## src/indicator_blink_defs.vh

```
/*
 * Constants for the indicator source-select, blink and slow-clock block:
 * register addresses, field positions, reset values and timing figures.
 * Assumes the includer uses the macros at the widths given here.
 */
`ifndef INDICATOR_BLINK_DEFS_VH
`define INDICATOR_BLINK_DEFS_VH

////////////////////////////////////////////////////////////////////////////////
// Register addresses
`define ADDR_SLOW_CNT_LOW    16'hA82A
`define ADDR_SLOW_CNT_HIGH   16'hA82B
`define ADDR_IND4_MASK_LOW   16'hA835
`define ADDR_IND4_BLINK      16'hA837
`define ADDR_IND5_MASK_LOW   16'hA838
`define ADDR_IND5_BLINK      16'hA83A
`define ADDR_IND_CONTROL     16'hA83B
`define ADDR_IND4_MASK_EXT   16'hA8F2
`define ADDR_IND5_MASK_EXT   16'hA8F3

////////////////////////////////////////////////////////////////////////////////
// Field positions
`define BLINK_LEN_MSB        3
`define SLOW_HIGH_MSB        7
`define CTL_IND4_FUNC_LSB    9
`define CTL_IND4_DIS_BIT     11
`define CTL_IND5_FUNC_LSB    12
`define CTL_IND5_DIS_BIT     14

////////////////////////////////////////////////////////////////////////////////
// Reset values
`define MASK_RESET           16'h0000
`define BLINK_LEN_RESET      4'h4
`define SLOW_HIGH_RESET      8'hFF
`define SLOW_LOW_RESET       16'hFFFF
`define FUNC_RESET           2'b00
`define DIS_RESET            1'b1

////////////////////////////////////////////////////////////////////////////////
// Function select codes
`define FUNC_OFF             2'b00
`define FUNC_BLINK           2'b01
`define FUNC_STEADY          2'b10
`define FUNC_OPEN_DRAIN      2'b11

////////////////////////////////////////////////////////////////////////////////
// Timing: reference period of the slow-clock divider, in ns, and core rate
`define REF_PERIOD_NS        10
`define CORE_CLK_MHZ         100

`endif

```

## src/indicator_blink_top.v

```verilog
/*
 * Indicator four and five source selection, blink timing and slow-clock
 * divider, with their management registers on a simple 16-bit port.
 * Assumes source levels come from logic on I_CORE_CLK and register
 * accesses are single-cycle strobes on the same clock.
 */
// Function
// - Each indicator has extended source enables 32..47, reset to zero.
// - Each indicator has low source enables 0..15, reset to zero.
// - A 4-bit blink length sets slow-clock ticks per on and off phase.
// - Blink length resets to four ticks.
// - Slow clock period is 24-bit count plus one, times 10 ns.
// - Upper 8-bit count part is read-write and resets to all ones.
// - Lower 16-bit count part resets to all ones.
// - Upper eight bits of the high count register ignore writes, read zero.
// - Function select: off, blink when active, steady when active, open drain.
// - Active-low drive enable bit: one disables the pin driver.
`timescale 1ns/1ps
`include "indicator_blink_defs.vh"

module indicator_blink_top #(
   parameter [23:0] SLOW_CNT_RESET = {`SLOW_HIGH_RESET, `SLOW_LOW_RESET}
) (
   input wire I_CORE_CLK,
   input wire I_RST_N,
   input wire [15:0] I_REG_ADDR,
   input wire I_REG_WR,
   input wire [15:0] I_REG_WDATA,
   input wire I_REG_RD,
   input wire [15:0] I_SOURCE_LOW,
   input wire [15:0] I_SOURCE_EXT,
   output reg [15:0] O_REG_RDATA,
   output reg O_REG_RVALID,
   output reg O_SLOW_TICK,
   output wire [1:0] O_IND_OUT,
   output wire [1:0] O_IND_OE
);

   localparam integer NUM_IND = 2;
   // Reference cycles per 10 ns step of the divider, at least one
   localparam integer REF_CYCLES = (`REF_PERIOD_NS * `CORE_CLK_MHZ + 999) / 1000;

   reg [15:0] mask_low_ff [0:NUM_IND-1];
   reg [15:0] mask_ext_ff [0:NUM_IND-1];
   reg [3:0] blink_len_ff [0:NUM_IND-1];
   reg [1:0] func_ff [0:NUM_IND-1];
   reg dis_ff [0:NUM_IND-1];
   reg [7:0] slow_high_ff;
   reg [15:0] slow_low_ff;
   reg [23:0] div_cnt_ff;
   reg [7:0] ref_cnt_ff;
   reg [15:0] nxt_rdata;
   wire [23:0] slow_count;
   wire ref_step;

   ////////////////////////////////////////////////////////////////////////////
   // Decode helper used by the per-indicator write path; the read mux decodes addresses itself
   function is_ind_reg;
      input [15:0] addr;
      input [15:0] a4;
      input [15:0] a5;
      input integer idx;
      begin
         is_ind_reg = (idx != 0) ? (addr == a5) : (addr == a4);
      end
   endfunction

   ////////////////////////////////////////////////////////////////////////////
   // Per-indicator configuration registers
   genvar g;
   generate
      for (g = 0; g < NUM_IND; g = g + 1) begin : gen_cfg
         always @(posedge I_CORE_CLK or negedge I_RST_N) begin
            if (!I_RST_N) begin
               mask_low_ff[g] <= `MASK_RESET;
               mask_ext_ff[g] <= `MASK_RESET;
               blink_len_ff[g] <= `BLINK_LEN_RESET;
               func_ff[g] <= `FUNC_RESET;
               dis_ff[g] <= `DIS_RESET;
            end else if (I_REG_WR) begin
               if (is_ind_reg(I_REG_ADDR, `ADDR_IND4_MASK_LOW, `ADDR_IND5_MASK_LOW, g))
                  mask_low_ff[g] <= I_REG_WDATA;
               if (is_ind_reg(I_REG_ADDR, `ADDR_IND4_MASK_EXT, `ADDR_IND5_MASK_EXT, g))
                  mask_ext_ff[g] <= I_REG_WDATA;
               // Reserved upper bits are not stored; software keeps them itself
               if (is_ind_reg(I_REG_ADDR, `ADDR_IND4_BLINK, `ADDR_IND5_BLINK, g))
                  blink_len_ff[g] <= I_REG_WDATA[`BLINK_LEN_MSB:0];
               if (I_REG_ADDR == `ADDR_IND_CONTROL) begin
                  if (g == 0) begin
                     func_ff[g] <= I_REG_WDATA[`CTL_IND4_FUNC_LSB+1:`CTL_IND4_FUNC_LSB];
                     dis_ff[g] <= I_REG_WDATA[`CTL_IND4_DIS_BIT];
                  end else begin
                     func_ff[g] <= I_REG_WDATA[`CTL_IND5_FUNC_LSB+1:`CTL_IND5_FUNC_LSB];
                     dis_ff[g] <= I_REG_WDATA[`CTL_IND5_DIS_BIT];
                  end
               end
            end
         end

         // Any enabled source in either group makes the channel active
         wire src_active;
         assign src_active = |(mask_low_ff[g] & I_SOURCE_LOW) |
                             |(mask_ext_ff[g] & I_SOURCE_EXT);

         indicator_lamp u_lamp (
            .clk(I_CORE_CLK),
            .rst_n(I_RST_N),
            .slow_tick(O_SLOW_TICK),
            .src_active(src_active),
            .func_sel(func_ff[g]),
            .drive_disable(dis_ff[g]),
            .phase_len(blink_len_ff[g]),
            .pin_out_ff(O_IND_OUT[g]),
            .pin_oe_ff(O_IND_OE[g])
         );
      end
   endgenerate

   ////////////////////////////////////////////////////////////////////////////
   // Slow-clock count registers; only the low byte of the high part exists
   always @(posedge I_CORE_CLK or negedge I_RST_N) begin
      if (!I_RST_N) begin
         slow_high_ff <= SLOW_CNT_RESET[23:16];
         slow_low_ff <= SLOW_CNT_RESET[15:0];
      end else if (I_REG_WR) begin
         if (I_REG_ADDR == `ADDR_SLOW_CNT_HIGH)
            slow_high_ff <= I_REG_WDATA[`SLOW_HIGH_MSB:0];
         if (I_REG_ADDR == `ADDR_SLOW_CNT_LOW)
            slow_low_ff <= I_REG_WDATA;
      end
   end

   assign slow_count = {slow_high_ff, slow_low_ff};

   ////////////////////////////////////////////////////////////////////////////
   // 10 ns step prescale; at 100 MHz this is every core cycle
   always @(posedge I_CORE_CLK or negedge I_RST_N) begin
      if (!I_RST_N)
         ref_cnt_ff <= 8'h00;
      else if (ref_step)
         ref_cnt_ff <= 8'h00;
      else
         ref_cnt_ff <= ref_cnt_ff + 8'h01;
   end

   assign ref_step = (ref_cnt_ff == REF_CYCLES[7:0] - 8'h01);

   // Divider spans count plus one steps; a shrinking count wraps at once
   always @(posedge I_CORE_CLK or negedge I_RST_N) begin
      if (!I_RST_N) begin
         div_cnt_ff <= 24'h00_0000;
         O_SLOW_TICK <= 1'b0;
      end else begin
         O_SLOW_TICK <= 1'b0;
         if (ref_step) begin
            if (div_cnt_ff >= slow_count) begin
               div_cnt_ff <= 24'h00_0000;
               O_SLOW_TICK <= 1'b1;
            end else begin
               div_cnt_ff <= div_cnt_ff + 24'h00_0001;
            end
         end
      end
   end

   ////////////////////////////////////////////////////////////////////////////
   // Read mux; reserved and unmapped bits read as zero
   always @* begin
      nxt_rdata = 16'h0000;
      case (I_REG_ADDR)
         `ADDR_SLOW_CNT_LOW: nxt_rdata = slow_low_ff;
         `ADDR_SLOW_CNT_HIGH: nxt_rdata = {8'h00, slow_high_ff};
         `ADDR_IND4_MASK_LOW: nxt_rdata = mask_low_ff[0];
         `ADDR_IND5_MASK_LOW: nxt_rdata = mask_low_ff[1];
         `ADDR_IND4_MASK_EXT: nxt_rdata = mask_ext_ff[0];
         `ADDR_IND5_MASK_EXT: nxt_rdata = mask_ext_ff[1];
         `ADDR_IND4_BLINK: nxt_rdata = {12'h000, blink_len_ff[0]};
         `ADDR_IND5_BLINK: nxt_rdata = {12'h000, blink_len_ff[1]};
         `ADDR_IND_CONTROL: begin
            nxt_rdata[`CTL_IND4_FUNC_LSB+1:`CTL_IND4_FUNC_LSB] = func_ff[0];
            nxt_rdata[`CTL_IND4_DIS_BIT] = dis_ff[0];
            nxt_rdata[`CTL_IND5_FUNC_LSB+1:`CTL_IND5_FUNC_LSB] = func_ff[1];
            nxt_rdata[`CTL_IND5_DIS_BIT] = dis_ff[1];
         end
         default: nxt_rdata = 16'h0000;
      endcase
   end

   // Read data registered one cycle after the strobe, held until next read
   always @(posedge I_CORE_CLK or negedge I_RST_N) begin
      if (!I_RST_N) begin
         O_REG_RDATA <= 16'h0000;
         O_REG_RVALID <= 1'b0;
      end else begin
         O_REG_RVALID <= I_REG_RD;
         if (I_REG_RD)
            O_REG_RDATA <= nxt_rdata;
      end
   end

endmodule // indicator_blink_top

```

## src/indicator_lamp.v

```verilog
/*
 * One indicator channel: blink phase timing and pin drive from the function
 * select, drive disable and source-active level.
 * Assumes slow_tick is a one-cycle pulse on the same clock.
 */
`timescale 1ns/1ps
`include "indicator_blink_defs.vh"

module indicator_lamp (
   input wire clk,
   input wire rst_n,
   input wire slow_tick,
   input wire src_active,
   input wire [1:0] func_sel,
   input wire drive_disable,
   input wire [3:0] phase_len,
   output reg pin_out_ff,
   output reg pin_oe_ff
);

   reg [3:0] phase_cnt_ff;
   reg phase_on_ff;
   reg [3:0] nxt_phase_cnt;
   reg nxt_phase_on;
   reg nxt_pin_out;
   reg nxt_pin_oe;
   wire [3:0] cnt_inc;
   wire phase_done;

   assign cnt_inc = phase_cnt_ff + 4'h1;
   // A zero length is treated as one tick so the lamp never freezes mid-phase
   assign phase_done = (cnt_inc >= phase_len);

   ////////////////////////////////////////////////////////////////////////////
   // Phase timing: restart lit on inactive source, toggle per elapsed count
   always @* begin
      nxt_phase_cnt = phase_cnt_ff;
      nxt_phase_on = phase_on_ff;
      if (!src_active) begin
         nxt_phase_cnt = 4'h0;
         nxt_phase_on = 1'b1;
      end else if (slow_tick) begin
         if (phase_done) begin
            nxt_phase_cnt = 4'h0;
            nxt_phase_on = ~phase_on_ff;
         end else begin
            nxt_phase_cnt = cnt_inc;
         end
      end
   end

   ////////////////////////////////////////////////////////////////////////////
   // Pin drive per function select; open drain only pulls low while active
   always @* begin
      case (func_sel)
         `FUNC_OFF: begin
            nxt_pin_out = 1'b0;
            nxt_pin_oe = ~drive_disable;
         end
         `FUNC_BLINK: begin
            nxt_pin_out = src_active & phase_on_ff;
            nxt_pin_oe = ~drive_disable;
         end
         `FUNC_STEADY: begin
            nxt_pin_out = src_active;
            nxt_pin_oe = ~drive_disable;
         end
         `FUNC_OPEN_DRAIN: begin
            nxt_pin_out = 1'b0;
            nxt_pin_oe = src_active & ~drive_disable;
         end
         default: begin
            nxt_pin_out = 1'b0;
            nxt_pin_oe = 1'b0;
         end
      endcase
   end

   // Outputs are registered so the pads see no decode glitches
   always @(posedge clk or negedge rst_n) begin
      if (!rst_n) begin
         phase_cnt_ff <= 4'h0;
         phase_on_ff <= 1'b1;
         pin_out_ff <= 1'b0;
         pin_oe_ff <= 1'b0;
      end else begin
         phase_cnt_ff <= nxt_phase_cnt;
         phase_on_ff <= nxt_phase_on;
         pin_out_ff <= nxt_pin_out;
         pin_oe_ff <= nxt_pin_oe;
      end
   end

endmodule // indicator_lamp

```

## config.mk

```make
export PLATFORM = sky130hd
export DESIGN_NAME = indicator_blink_top
export DESIGN_NICKNAME = d
export VERILOG_FILES = /design/src/indicator_blink_top.v /design/src/indicator_lamp.v
export VERILOG_INCLUDE_DIRS = /design/src
export SDC_FILE = /design/constraint.sdc
export NUM_CORES = 1
export LEC_CHECK = 0
export BUFFER_PORTS_ARGS = -buffer_cell sky130_fd_sc_hd__clkbuf_2
export CELL_PAD_IN_SITES_DETAIL_PLACEMENT = 1
export CELL_PAD_IN_SITES_GLOBAL_PLACEMENT = 2
export CORE_UTILIZATION = 43
export DETAILED_ROUTE_END_ITERATION = 10
export PLACE_DENSITY = 0.88
export SLEW_MARGIN = 20
export SYNTH_ARGS = -nofsm -noshare
export SYNTH_HDL_FRONTEND = slang
export SYNTH_HIERARCHICAL = 1
export SYNTH_SLANG_ARGS = --single-unit
```

## constraint.sdc

```tcl
create_clock -name I_CORE_CLK -period 6.1 [get_ports I_CORE_CLK]
set_input_delay 0.61 -clock I_CORE_CLK [delete_from_list [all_inputs] [get_ports I_CORE_CLK]]
set_output_delay 0.61 -clock I_CORE_CLK [all_outputs]
set_load 0.05 [all_outputs]
```

# == Word-level counts from Yosys, hierarchy flattened ==
# Index checks and enable logic that the tools add are counted.
# totals
regBits,166
word_cells,110
out_inout_bits,22
# op_classes
bitwise,14
eq_ne,19
addsub,4
order_cmp,3
muxes,23
reduce_logical,22
# op_table
operator,n
$eq A16 B16 Y1 const B,9
$pmux W9 S8,1
$and A16 B16 Y16,4
$reduce_or A16 Y1,4
$pmux W6 S6,1
$add A24 B1 Y24 const B,1
$ge A24 B24 Y1,1
$mux W24,1
$mux W4,6
$reduce_and A2 Y1,11
$add A4 B1 Y4 const B,2
$add A8 B1 Y8 const B,1
$eq A2 B2 Y1 const B,4
$ge A4 B4 Y1,2
$logic_not A8 Y1,1
$mux W1,8
$mux W8,1
$ne A2 B2 Y1 const B,4
$pmux W1 S3,2
$reduce_or A3 Y1,2
$pmux W1 S5,1
$and A1 B1 Y1,4
$eq A2 B1 Y1 const B,2
$logic_not A2 Y1,2
other kinds (4),10

# == Longest topological paths before layout ==
# Gate-level depths: netlist (run 1).
# logic_depth
depth_word,5
depth_mapped,9
depth_no_buf,8

# == By module ==
# Netlist (run 1), hierarchy kept.
# modules_own_cells
mod,cells_per_inst,area_each_um2,n_inst,seq_area_each_um2
indicator_blink_top,664,7661.1,1,3838.7
indicator_lamp (gen_cfg[1].u_lamp),43,439.2,1,176.4
indicator_lamp (gen_cfg[0].u_lamp),43,436.7,1,176.4

# == Worst setup path after synthesis (run 1) ==
# OpenSTA, ideal clock, no wires.
# synth_path
path_kind,flip-flop to flip-flop
from,register slow_high_ff[7]
to,register div_cnt_ff[14]
required_time_ns,5.968
setup_slack_ns,3.661
path_buffers,1
synth_period_minus_slack_ns,2.439
arrival_time_ns,2.308
setup_ns,0.132
stages_incl_launch_ff,10
cell_sequence,dfstp_2 > inv_1 > ha_1 > nand4_1 > nor4_1 > a21o_1 > a31oi_1 > a21oi_1 > clkbuf_1 > nor2_1
# synth_via
elab_chain_cells,2
# synth_lines
item,line,text
"start, declared",indicator_blink_top.v:48,reg [7:0] slow_high_ff;
"start signal, assigned",indicator_blink_top.v:123,slow_high_ff <= SLOW_CNT_RESET[23:16];
"start signal, assigned",indicator_blink_top.v:127,slow_high_ff <= I_REG_WDATA[`SLOW_HIGH_MSB:0];
$ge A24 B24 Y1,indicator_blink_top.v:156,if (div_cnt_ff >= slow_count) begin
$mux W24,indicator_blink_top.v:156,
"end signal, assigned",indicator_blink_top.v:160,div_cnt_ff <= div_cnt_ff + 24'h00_0001;
"end, declared",indicator_blink_top.v:50,reg [23:0] div_cnt_ff;
# No other way between the ends.
# A chain may end at the register's enable or synchronous reset.

# == Final worst setup path (run 1) ==
# layout_path
from,register slow_low_ff[2]
to,register div_cnt_ff[8]
# layout_via
elab_chain_cells,2
# layout_lines
item,line,text
"start, declared",indicator_blink_top.v:49,reg [15:0] slow_low_ff;
"start signal, assigned",indicator_blink_top.v:124,slow_low_ff <= SLOW_CNT_RESET[15:0];
$ge A24 B24 Y1,indicator_blink_top.v:156,
$mux W24,indicator_blink_top.v:156,
# No other way between the ends.

==> results by group, run 1 <==
Timing
  – Highest Clock Rate: 340 MHz
  – Max Slew Vio Count: 0
  – Final critical-path share of the clock period: 0.483
  – RSZ-0062 raised after global routing: false
  – Slew margin rel.: 0.211
  – Slew @ Worst Pin: 1.18 ns
  – Final number of hold-violating endpoints: 0
  – WHS: 0.253 ns
  – Number of setup violations in the final report: 0
  – TNS Setup: 0 ns
  – Post-layout min period: 2.94 ns
  – Post-Route Skew: 0.0122 ns

CTS
  – Count of hold-fix buffers inserted at cts: 0
  – Clock Latency Late Sink: 0.44 ns
  – CTS tree: yes
  – Post-CTS repair timing setup buffer count: 0
  – Buffer type at the clock tree root: clkbuf_16
  – Maximum root-to-sink buffer count: 2
  – Num Clock Sinks: 166
  – Resized Gates After CTS: 0
  – Maximum level of the CTS H-tree: 4
  – Number of CTS-inserted buffers: 17
  – Clock edge transition at the registers on the reported setup and hold paths: 0.07 ns

Setup path
  – Worst path most repeated cell: a31oi_1
  – Critical Path End Type: flop
  – Peak per-stage delay on the critical path: 0.77 ns
  – CP max FO: 11
  – Worst path arrival time: 3.26 ns
  – CP delay by family, top: compound AO/OA/AOI/OAI gates
  – Start-to-end type of the worst setup path: flop to flop
  – CP Data Required Time: 6.42 ns
  – Critical path buffers and inverters: 1
  – Worst Setup Start Kind: flop
  – Standard cell with the maximum stage delay on the critical path: a31oi_1
  – Cell-by-cell listing of the critical path: inv_1 -> ha_1 -> a211o_1 -> a31oi_1 -> o221ai_1 -> a31oi_1 -> nand3_1 -> o311ai_0

Finish
  – Top library cells by usage in the layout, fill and taps aside: dfrtp_1 (136), mux2_2 (94), clkbuf_2 (88), a22oi_1 (59), nor2_1 (57)
  – Cell Count, Final, Fillers Out: 1119
  – Filler Cells Inserted: 2098
  – Antenna Cells: 0
  – Area Overhead vs Synth: 15.6%
  – Most common cell after layout, fill and taps aside: dfrtp_1
  – Fraction of final layout cells sized beyond drive strength 1: 0.328
  – Final nets: 946

Yosys
  – Netlist area before placement: 8540 sq um
  – Number of storage elements in the synthesis netlist: 166
  – Count of warnings emitted by yosys: 6
  – Sequential cell area fraction in the yosys report: 0.491
  – Share of flip-flops with an asynchronous set or reset after synthesis: 1.00
  – Count of mapped cells out of synthesis: 750
  – Post-synth EDFFs: 0
  – Number of distinct library cells after synthesis: 55
  – Top_reg_cell synth: dfrtp_1
  – Average instance area after synthesis: 11.4 sq um
  – Net count after synthesis: 855

Pwr
  – Switching power: 575 uW
  – Total power draw: 2330 uW
  – Internal power: 1760 uW
  – Power share of the clock group: 0.467
  – Register share of total power: 0.478
  – Comb pwr share: 0.055
  – Worst IR drop on VDD: 0.181 mV
  – Net switching fraction of the power: 0.247
  – Leakage power figure: 0.00450 uW
  – PD cells: 236 nW/um^2

Global route
  – Pin count of the biggest net entering global routing: 101
  – Antenna violations before repair: 0
  – First-pass GRT wire length: 41200 microns
  – GRT Util Overall: 0.273
  – Global route overflow: 0
  – Via count of the first global-routing pass: 7208

Die
  – Boundary Pins: 90
  – Height of the die: 143 microns
  – DIE AREA: 20400 sq um
  – Die width: 143 microns
  – Core area: 19500 sq um
  – FP Rows: 51
  – Initial Util: 0.439

Route
  – Post-detailed-routing wire length: 26200 microns
  – Routed WL per cell: 23.4 microns
  – Vias per cell: 6.02
  – DRC: 0
  – Pre-Repair DR Iteration Count: 5
  – Post-detailed-route count of antenna-violating nets: 0
  – Total via count after detailed routing: 6738
  – Initial detailed-routing violation count: 385

Place
  – Cells after DPL: 1086
  – Routability congestion estimate from global placement: 0.889
  – Detailed-placement wirelength estimate: 18900 microns
  – Port Buffer Count: 89

Run status
  – Status: completed

Min path
  – Path type of the worst min-delay path: input pin to async pin

Flow run
  – Max-cap violation count: 0
layout make-up:
cell class                 instances  area (sq um)  area share
timing repair buffer              95           500      0.0507
tap                              265           332      0.0336
clock inverter                    10           110      0.0112
clock buffer                      22           484      0.0491
sequential                       166          4190       0.425
multi-input combinational        521          4100       0.416
inverter                          40           150      0.0152
layer usage:
layer / track usage / share of wire / vias to the layer above
met3: 0.0523 / 0.047 / 48
met5: 0 / 0 / -
met1: 0.338 / 0.41 / 3497
met4: 0.105 / 0.029 / 0
li1: - / - / 2983
met2: 0.467 / 0.51 / 210
per-stage QoR:
step / area, sq um / utilization / setup WS [ns]
after detailed placement: 9260 / 0.476 / 2.77
after global placement: 9260 / 0.476 / 2.68
after floorplan: 8540 / - / 3.66
after global routing: 9870 / 0.507 / 2.93
final: 9870 / 0.507 / 3.16
after CTS: 9860 / 0.507 / 3.18
registers in the layout (all words and copies together), names as in the netlist:
register and cells:
O_SLOW_TICK 1, mask_ext_ff 32, func_ff 4, mask_low_ff 32, blink_len_ff 8, div_cnt_ff 24, gen_cfg.u_lamp/phase_cnt_ff 8, gen_cfg.u_lamp/phase_on_ff 2
slow_low_ff 16, gen_cfg.u_lamp/pin_out_ff 2, dis_ff 2, O_REG_RVALID 1, slow_high_ff 8, gen_cfg.u_lamp/pin_oe_ff 2, ref_cnt_ff 8, O_REG_RDATA 16
power groups by stage:
stage	logic, uW	registers (uW)	clock network, uW
2_1_floorplan	21.8	1160	0
3_3_place_gp	125	1140	0
3_5_place_dp	129	1140	0
4_1_cts	129	1120	1110
5_1_grt	139	1120	1150
6_report	128	1120	1090
cells in the mapped netlist, drive strengths merged (10+ instances only):
master / instances / area [sq um]
nor2: 59 / 224
nand4: 22 / 138
xnor2: 17 / 149
clkbuf: 15 / 56.3
ha: 37 / 463
nand2: 35 / 139
xor2: 10 / 87.6
dfstp: 30 / 788
and3: 11 / 68.8
mux2: 104 / 1210
a31oi: 20 / 125
nand3: 23 / 120
a21oi: 15 / 75.1
a22oi: 59 / 443
a221oi: 18 / 158
inv: 40 / 150
dfrtp: 136 / 3400
o21ai: 14 / 70.1
worst reg2reg max path, cell delays in order (launching register included):
cell,delay (ns)
dfstp_2,0.56
inv_1,0.06
ha_1,0.30
a211o_1,0.29
a31oi_1,0.17
o221ai_1,0.13
a31oi_1,0.77
nand3_1,0.20
o311ai_0,0.35
cells by family (layout without fill, tap and decap cells):
group                      count (synthesis)  count (layout)  share of synthesized area
AOI/OAI and AO/OA                        149             149                      0.125
adders and majority gates                 37              37                     0.0542
and+or+nand+nor                          204             204                      0.130
muxes                                    104             104                      0.142
buffers and inverters                     63             167                     0.0296
DFF                                      166             166                      0.491
xor gates and xnor gates                  27              27                     0.0277
final timing paths:
| check | startpoint | to | slack (ns) | depth (start not counted) |
|---|---|---|---|---|
| worst max-delay path | slow_low_ff[2] | div_cnt_ff[8] | 3.16 | 8 |
| min in group I_CORE_CLK | ref_cnt_ff[7] | ref_cnt_ff[7] | 0.48 | 1 |
| worst max register to register | slow_low_ff[2] | div_cnt_ff[8] | 3.16 | 8 |
| worst min register to register | ref_cnt_ff[7] | ref_cnt_ff[7] | 0.48 | 1 |
| max in group asynchronous | I_RST_N | O_REG_RDATA[4] | 4.37 | 2 |
| worst min-delay path | I_RST_N | gen_cfg[0].u_lamp/phase_cnt_ff[3] | 0.25 | 1 |
Power figures use the tool's default switching activity.
==> run 2: changes to the inputs <==
--- a/config.mk
+++ b/config.mk
@@ -9,9 +9,9 @@
 export BUFFER_PORTS_ARGS = -buffer_cell sky130_fd_sc_hd__clkbuf_2
 export CELL_PAD_IN_SITES_DETAIL_PLACEMENT = 1
 export CELL_PAD_IN_SITES_GLOBAL_PLACEMENT = 2
-export CORE_UTILIZATION = 43
+export CORE_UTILIZATION = 40
 export DETAILED_ROUTE_END_ITERATION = 10
-export PLACE_DENSITY = 0.88
+export PLACE_DENSITY = 0.83
 export SLEW_MARGIN = 20
 export SYNTH_ARGS = -nofsm -noshare
 export SYNTH_HDL_FRONTEND = slang
==> constraint.sdc (replaced) <==
create_clock -name I_CORE_CLK -period 2.84 [get_ports I_CORE_CLK]
set_input_delay 0.284 -clock I_CORE_CLK [delete_from_list [all_inputs] [get_ports I_CORE_CLK]]
set_output_delay 0.284 -clock I_CORE_CLK [all_outputs]
set_load 0.05 [all_outputs]
==> results by group, run 2 (synthesis gave the netlist of run 1 again) <==
Timing
  – Final number of hold-violating endpoints: 0 (unchanged)
  – Post-Route Skew: 0.0171 ns (+0.00489 ns)
  – TNS Setup: 0 ns (unchanged)
  – Highest Clock Rate: 378 MHz (+11%)
  – Max Slew Vio Count: 0 (unchanged)
  – Slew margin rel.: 0.566 (+0.355)
  – Post-layout min period: 2.65 ns (-0.296 ns)
  – Slew @ Worst Pin: 0.646 ns (-0.535 ns)
  – RSZ-0062 raised after global routing: false
  – Number of setup violations in the final report: 0 (unchanged)
  – Final critical-path share of the clock period: 0.932 (+0.450)

CTS
  – Maximum root-to-sink buffer count: 2 (unchanged)
  – Maximum level of the CTS H-tree: 4 (unchanged)
  – Clock edge transition at the registers on the reported setup and hold paths: 0.07 ns (about the same)
  – Num Clock Sinks: 166 (unchanged)
  – Clock Latency Late Sink: 0.44 ns (about the same)
  – Number of CTS-inserted buffers: 17 (unchanged)
  – Post-CTS repair timing setup buffer count: 0 (unchanged)
  – Buffer type at the clock tree root: clkbuf_16
  – CTS tree: yes

Pwr
  – Power share of the clock group: 0.461 (-0.006)
  – Comb pwr share: 0.057 (+0.002)
  – Switching power: 1310 uW (+130%)
  – Worst IR drop on VDD: 0.413 mV (+130%)
  – Net switching fraction of the power: 0.264 (+0.0175)
  – Register share of total power: 0.482 (+0.004)
  – Internal power: 3660 uW (+110%)
  – Total power draw: 4970 uW (+110%)
  – PD cells: 496 nW/um^2 (+110%)
  – Leakage power figure: 0.00459 uW (+2.1%)

Global route
  – Global route overflow: 0 (unchanged)
  – First-pass GRT wire length: 43000 microns (+4.3%)
  – Pin count of the biggest net entering global routing: 86 (-15%)
  – Via count of the first global-routing pass: 7421 (+3.0%)
  – Antenna violations before repair: 0 (unchanged)
  – GRT Util Overall: 0.262 (-0.0108)

Finish
  – Area Overhead vs Synth: 17.4%
  – Registers with the highest flip-flop counts: mask_ext_ff: 32 flops, mask_low_ff: 32 flops, div_cnt_ff: 24 flops
  – Top library cells by usage in the layout, fill and taps aside: dfrtp_1 (136), mux2_2 (94), clkbuf_2 (88), a22oi_1 (59), nor2_1 (58)
  – Multi-input gate area in the final layout: 4100 sq um (about the same)
  – Most common cell after layout, fill and taps aside: dfrtp_1
  – Final nets: 963 (+1.8%)
  – Fraction of final layout cells sized beyond drive strength 1: 0.340 (+0.0120)
  – Antenna Cells: 0 (unchanged)
  – Fin util: 0.478 (-0.0289)
  – Sequential cell area: 4190 sq um (unchanged)
  – Filler Cells Inserted: 2296 (+9.4%)

Route
  – Post-detailed-routing wire length: 27000 microns (+3.0%)
  – Total met3 wirelength after detailed routing: 1690 microns (+37%)
  – Uppermost routed layer: met4
  – Total via count after detailed routing: 6808 (+1.0%)
  – Met2 wire length: 13100 microns (-2.1%)
  – Pre-Repair DR Iteration Count: 5 (unchanged)
  – Vias per cell: 5.94 (-1.3%)
  – Routed WL per cell: 23.6 microns (+0.55%)
  – Wire length on met1: 11500 microns (+5.7%)
  – Initial detailed-routing violation count: 428 (+11%)
  – DRC: 0 (unchanged)
  – Post-detailed-route count of antenna-violating nets: 0 (unchanged)

Min path
  – Path type of the worst min-delay path: input pin to flop
  – Hold_sp: I_REG_WDATA[8]

Place
  – Port Buffer Count: 89 (unchanged)
  – Routability congestion estimate from global placement: 0.886 (-0.31%)
  – Detailed-placement wirelength estimate: 20200 microns (+6.7%)

Setup path
  – Start-to-end type of the worst setup path: flop to flop
  – Startpoint of the most critical setup path: mask_ext_ff[16]
  – Worst Setup Start Kind: flop
  – Critical Path End Type: flop
  – Flop-to-flop setup slack: 0.19 ns (-2.96 ns)
  – Critical R2R Launch: mask_ext_ff[16]
  – R2R Path End: gen_cfg[0].u_lamp/phase_cnt_ff[2]
  – CP max FO: 7 (-4)
  – Worst path arrival time: 2.98 ns (-0.28 ns)
  – CP Data Required Time: 3.17 ns (-3.25 ns)
  – Number of cells on the worst reg-to-reg path: 8 (unchanged)
  – End point of the critical path: gen_cfg[0].u_lamp/phase_cnt_ff[2]

Die
  – Initial Util: 0.407 (-0.0312)
  – Height of the die: 148 microns (+3.6%)
  – Die width: 148 microns (+3.6%)
  – DIE AREA: 21900 sq um (+7.4%)
  – Boundary Pins: 90 (unchanged)
  – FP Rows: 53 (+3.9%)
  – Core area: 21000 sq um (+7.7%)

Run status
  – Status: completed

Flow run
  – Max-cap violation count: 0 (unchanged)
==> run 2: per-stage QoR <==
stage | setup WS, ns | instance area (sq um) | hold WS [ns] | std cells
global placement | 0.288 | 9410 | 0.273 | 1113
global route | 0.0932 | 10000 | 0.166 | 1146
finish | 0.192 | 10000 | 0.155 | 1146
floorplan | 0.401 | 8540 | -0.0116 | 750
CTS | 0.256 | 10000 | 0.143 | 1146
detailed placement | 0.270 | 9410 | 0.278 | 1113
==> run 2: repair_timing <==
item                                    CTS  global route
gates resized for setup                   0             0
endpoints found under the setup margin    0             0
endpoints found under the hold margin    40             0
hold buffers                              1             0
==> run 2: layer usage <==
layer	up-vias	global-route usage
met3	57	0.0583
met2	240	0.433
met5	-	0
met1	3491	0.333
met4	0	0.103
li1	3020	-
==> run 2: cell type report <==
class,count,share of cell area
clock buffer,18,0.0438
clock inverter,14,0.0157
inverter,40,0.0150
multi-input combinational,521,0.409
sequential,166,0.418
tap,275,0.0343
timing repair buffer,112,0.0638
==> run 2: power by group through the flow <==
stage | Sequential [uW] | Clock (uW) | Combinational [uW]
6_report | 2400 | 2290 | 283
5_1_grt | 2400 | 2430 | 303
4_1_cts | 2400 | 2340 | 284
3_5_place_dp | 2440 | 0 | 281
3_3_place_gp | 2440 | 0 | 275
2_1_floorplan | 2490 | 0 | 46.8
==> run 2: how the worst min path moves through the flow <==
stage / end / cells after the start
after global routing: mask_low_ff[24] / 2
after CTS: slow_low_ff[8] / 2
after global placement: gen_cfg[0].u_lamp/pin_out_ff / 1
after detailed placement: gen_cfg[0].u_lamp/pin_out_ff / 1
final: mask_low_ff[24] / 2
after floorplan: O_REG_RDATA[0] / 0
==> run 2: critical path, cell delays in order, from the launching register on <==
cell and delay (ns):
dfrtp_1 0.41, a22o_1 0.25, a221oi_1 0.43, nand3_1 0.13, or4_1 0.63, and2b_1 0.22
o211ai_2 0.14, o21ai_0 0.13, a21o_1 0.20
==> run 3: changes to the inputs <==
--- a/config.mk
+++ b/config.mk
@@ -12,6 +12,7 @@
 export CORE_UTILIZATION = 40
 export DETAILED_ROUTE_END_ITERATION = 10
 export PLACE_DENSITY = 0.83
+export RECOVER_POWER = 25
 export SLEW_MARGIN = 20
 export SYNTH_ARGS = -nofsm -noshare
 export SYNTH_HDL_FRONTEND = slang
==> results by group, run 3 (synthesis gave the netlist of run 1 again) <==
Run status
  – Status: completed

Finish
  – Fraction of final layout cells sized beyond drive strength 1: 0.339 (-0.00115)
  – Filler Cells Inserted: 2299 (+0.13%)
  – Registers with the highest flip-flop counts: mask_ext_ff: 32 flops, mask_low_ff: 32 flops, div_cnt_ff: 24 flops
  – Final nets: 963 (unchanged)
  – Most common cell after layout, fill and taps aside: dfrtp_1
  – Fin util: 0.478 (-0.000597)
  – Top library cells by usage in the layout, fill and taps aside: dfrtp_1 (136), mux2_2 (94), clkbuf_2 (90), a22oi_1 (59), nor2_1 (58)
  – Area Overhead vs Synth: 17.2%
  – Antenna Cells: 0 (unchanged)

CTS
  – Maximum root-to-sink buffer count: 2 (unchanged)
  – Number of CTS-inserted buffers: 17 (unchanged)
  – Clock Latency Late Sink: 0.44 ns (about the same)
  – Post-CTS repair timing setup buffer count: 0 (unchanged)
  – Maximum level of the CTS H-tree: 4 (unchanged)
  – CTS tree: yes
  – Resized Gates After CTS: 0 (unchanged)
  – Num Clock Sinks: 166 (unchanged)
  – Buffer type at the clock tree root: clkbuf_16
  – Clock edge transition at the registers on the reported setup and hold paths: 0.07 ns (about the same)

Timing
  – TNS Setup: 0 ns (unchanged)
  – Final critical-path share of the clock period: 0.932 (about the same)
  – Post-layout min period: 2.65 ns (-0.00182 ns)
  – Slew @ Worst Pin: 1.43 ns (+0.782 ns)
  – Final number of hold-violating endpoints: 0 (unchanged)
  – RSZ-0062 raised after global routing: false
  – Number of setup violations in the final report: 0 (unchanged)
  – Slew margin rel.: 0.0483 (-0.518)
  – Highest Clock Rate: 378 MHz (about the same)
  – Max Slew Vio Count: 0 (unchanged)
  – Post-Route Skew: 0.0172 ns (+0.0000578 ns)

Global route
  – First-pass GRT wire length: 43000 microns (unchanged)
  – GRT Util Overall: 0.262 (unchanged)
  – Antenna violations before repair: 0 (unchanged)
  – Pin count of the biggest net entering global routing: 86 (unchanged)
  – Via count of the first global-routing pass: 7421 (unchanged)
  – Global route overflow: 0 (unchanged)

Route
  – Met2 wire length: 13100 microns (-0.18%)
  – Routed WL per cell: 23.5 microns (-0.23%)
  – Initial detailed-routing violation count: 435 (+1.6%)
  – Total via count after detailed routing: 6799 (-0.13%)
  – Total met3 wirelength after detailed routing: 1780 microns (+5.3%)
  – Vias per cell: 5.93 (-0.13%)
  – Wire length on met1: 11300 microns (-1.3%)
  – Post-detailed-routing wire length: 26900 microns (-0.23%)
  – Pre-Repair DR Iteration Count: 5 (unchanged)
  – DRC: 0 (unchanged)
  – Uppermost routed layer: met4
  – Post-detailed-route count of antenna-violating nets: 0 (unchanged)

Setup path
  – CP Data Required Time: 3.17 ns (about the same)
  – Peak per-stage delay on the critical path: 0.63 ns (about the same)
  – Worst Setup Start Kind: flop
  – Critical Path End Type: flop
  – CP max FO: 7 (unchanged)
  – Cell-by-cell listing of the critical path: a22o_1 -> a221oi_1 -> nand3_1 -> or4_1 -> and2b_1 -> o211ai_2 -> o21ai_0 -> a21o_1
  – Worst path arrival time: 2.98 ns (about the same)
  – CP delay by family, top: compound AO/OA/AOI/OAI gates
  – Critical path buffers and inverters: 0 (unchanged)
  – Start-to-end type of the worst setup path: flop to flop
  – Critical path depth: 8 (unchanged)
  – Number of cells on the worst reg-to-reg path: 8 (unchanged)
  – Standard cell with the maximum stage delay on the critical path: or4_1

Die
  – Boundary Pins: 90 (unchanged)
  – DIE AREA: 21900 sq um (unchanged)
  – Core area: 21000 sq um (unchanged)
  – Die width: 148 microns (unchanged)
  – Initial Util: 0.407 (unchanged)
  – Height of the die: 148 microns (unchanged)
  – FP Rows: 53 (unchanged)

Flow run
  – Max-cap violation count: 0 (unchanged)

Pwr
  – Leakage power figure: 0.00459 uW (-0.13%)
  – Worst IR drop on VDD: 0.412 mV (-0.15%)
  – PD cells: 497 nW/um^2 (about the same)

Min path
  – Path type of the worst min-delay path: input pin to flop
  – Hold-critical path depth: 2 (unchanged)

Place
  – Routability congestion estimate from global placement: 0.886 (unchanged)
  – Port Buffer Count: 89 (unchanged)
  – Detailed-placement wirelength estimate: 20200 microns (unchanged)
## run 3: cell types whose count changed in the layout (fill, tap and decap cells not counted), sizes merged
cell,delta
buf,-3
clkbuf,+3
## run 3: where the power goes
group | switching [uW] | internal, uW | leakage (uW)
Sequential | 13.4 | 2380 | 0.00217
Clock | 1090 | 1200 | 0.000293
Combinational | 209 | 71.6 | 0.00212
Total | 1310 | 3660 | 0.00459
## run 3: final cells by class
| type | count | area (sq um) | area share |
|---|---|---|---|
| sequential | 166 | 4190 | 0.419 |
| multi-input combinational | 521 | 4100 | 0.410 |
| timing repair buffer | 112 | 627 | 0.0626 |
| clock buffer | 18 | 439 | 0.0439 |
| tap | 275 | 344 | 0.0344 |
| clock inverter | 14 | 158 | 0.0158 |
| inverter | 40 | 150 | 0.0150 |
## run 3: metrics by stage
step                      cell area (sq um)  cells  power, uW  hold slack (ns)  setup WS (ns)
after floorplan                        8540    750       2540          -0.0116          0.401
after global placement                 9410   1113       2710            0.273          0.288
after detailed placement               9410   1113       2720            0.278          0.270
after CTS                             10000   1146       5020            0.143          0.256
after global routing                  10000   1146       5130            0.166         0.0932
final                                 10000   1146       4970            0.154          0.194
## run 3: worst register-to-register path, stage by stage, from the launching register on
cell and delay [ns]:
dfrtp_1 0.41, a22o_1 0.26, a221oi_1 0.42, nand3_1 0.13, or4_1 0.63, and2b_1 0.22, o211ai_2 0.14, o21ai_0 0.13
a21o_1 0.20
## run 3: repair_timing
action / CTS / global route
endpoints found under the hold margin: 40 / 0
setup endpoints to repair: 0 / 0
hold buffers: 1 / 0
## run 3: path summary, 6_finish.rpt
check / startpoint / endpoint / slack, ns
worst max-delay path: mask_ext_ff[16] / gen_cfg[0].u_lamp/phase_cnt_ff[2] / 0.19
worst min-delay path: I_REG_WDATA[8] / slow_low_ff[8] / 0.15
worst max register to register: mask_ext_ff[16] / gen_cfg[0].u_lamp/phase_cnt_ff[2] / 0.19
worst min register to register: ref_cnt_ff[7] / ref_cnt_ff[7] / 0.49
max in group asynchronous: I_RST_N / mask_low_ff[10] / 0.64
min in group asynchronous: I_RST_N / gen_cfg[0].u_lamp/pin_oe_ff / 0.71
## run 3: metal layers
| metal | vias to the layer above | track usage |
|---|---|---|
| met2 | 251 | 0.433 |
| li1 | 3018 | - |
| met1 | 3471 | 0.333 |
| met5 | - | 0 |
| met3 | 59 | 0.0583 |
| met4 | 0 | 0.103 |
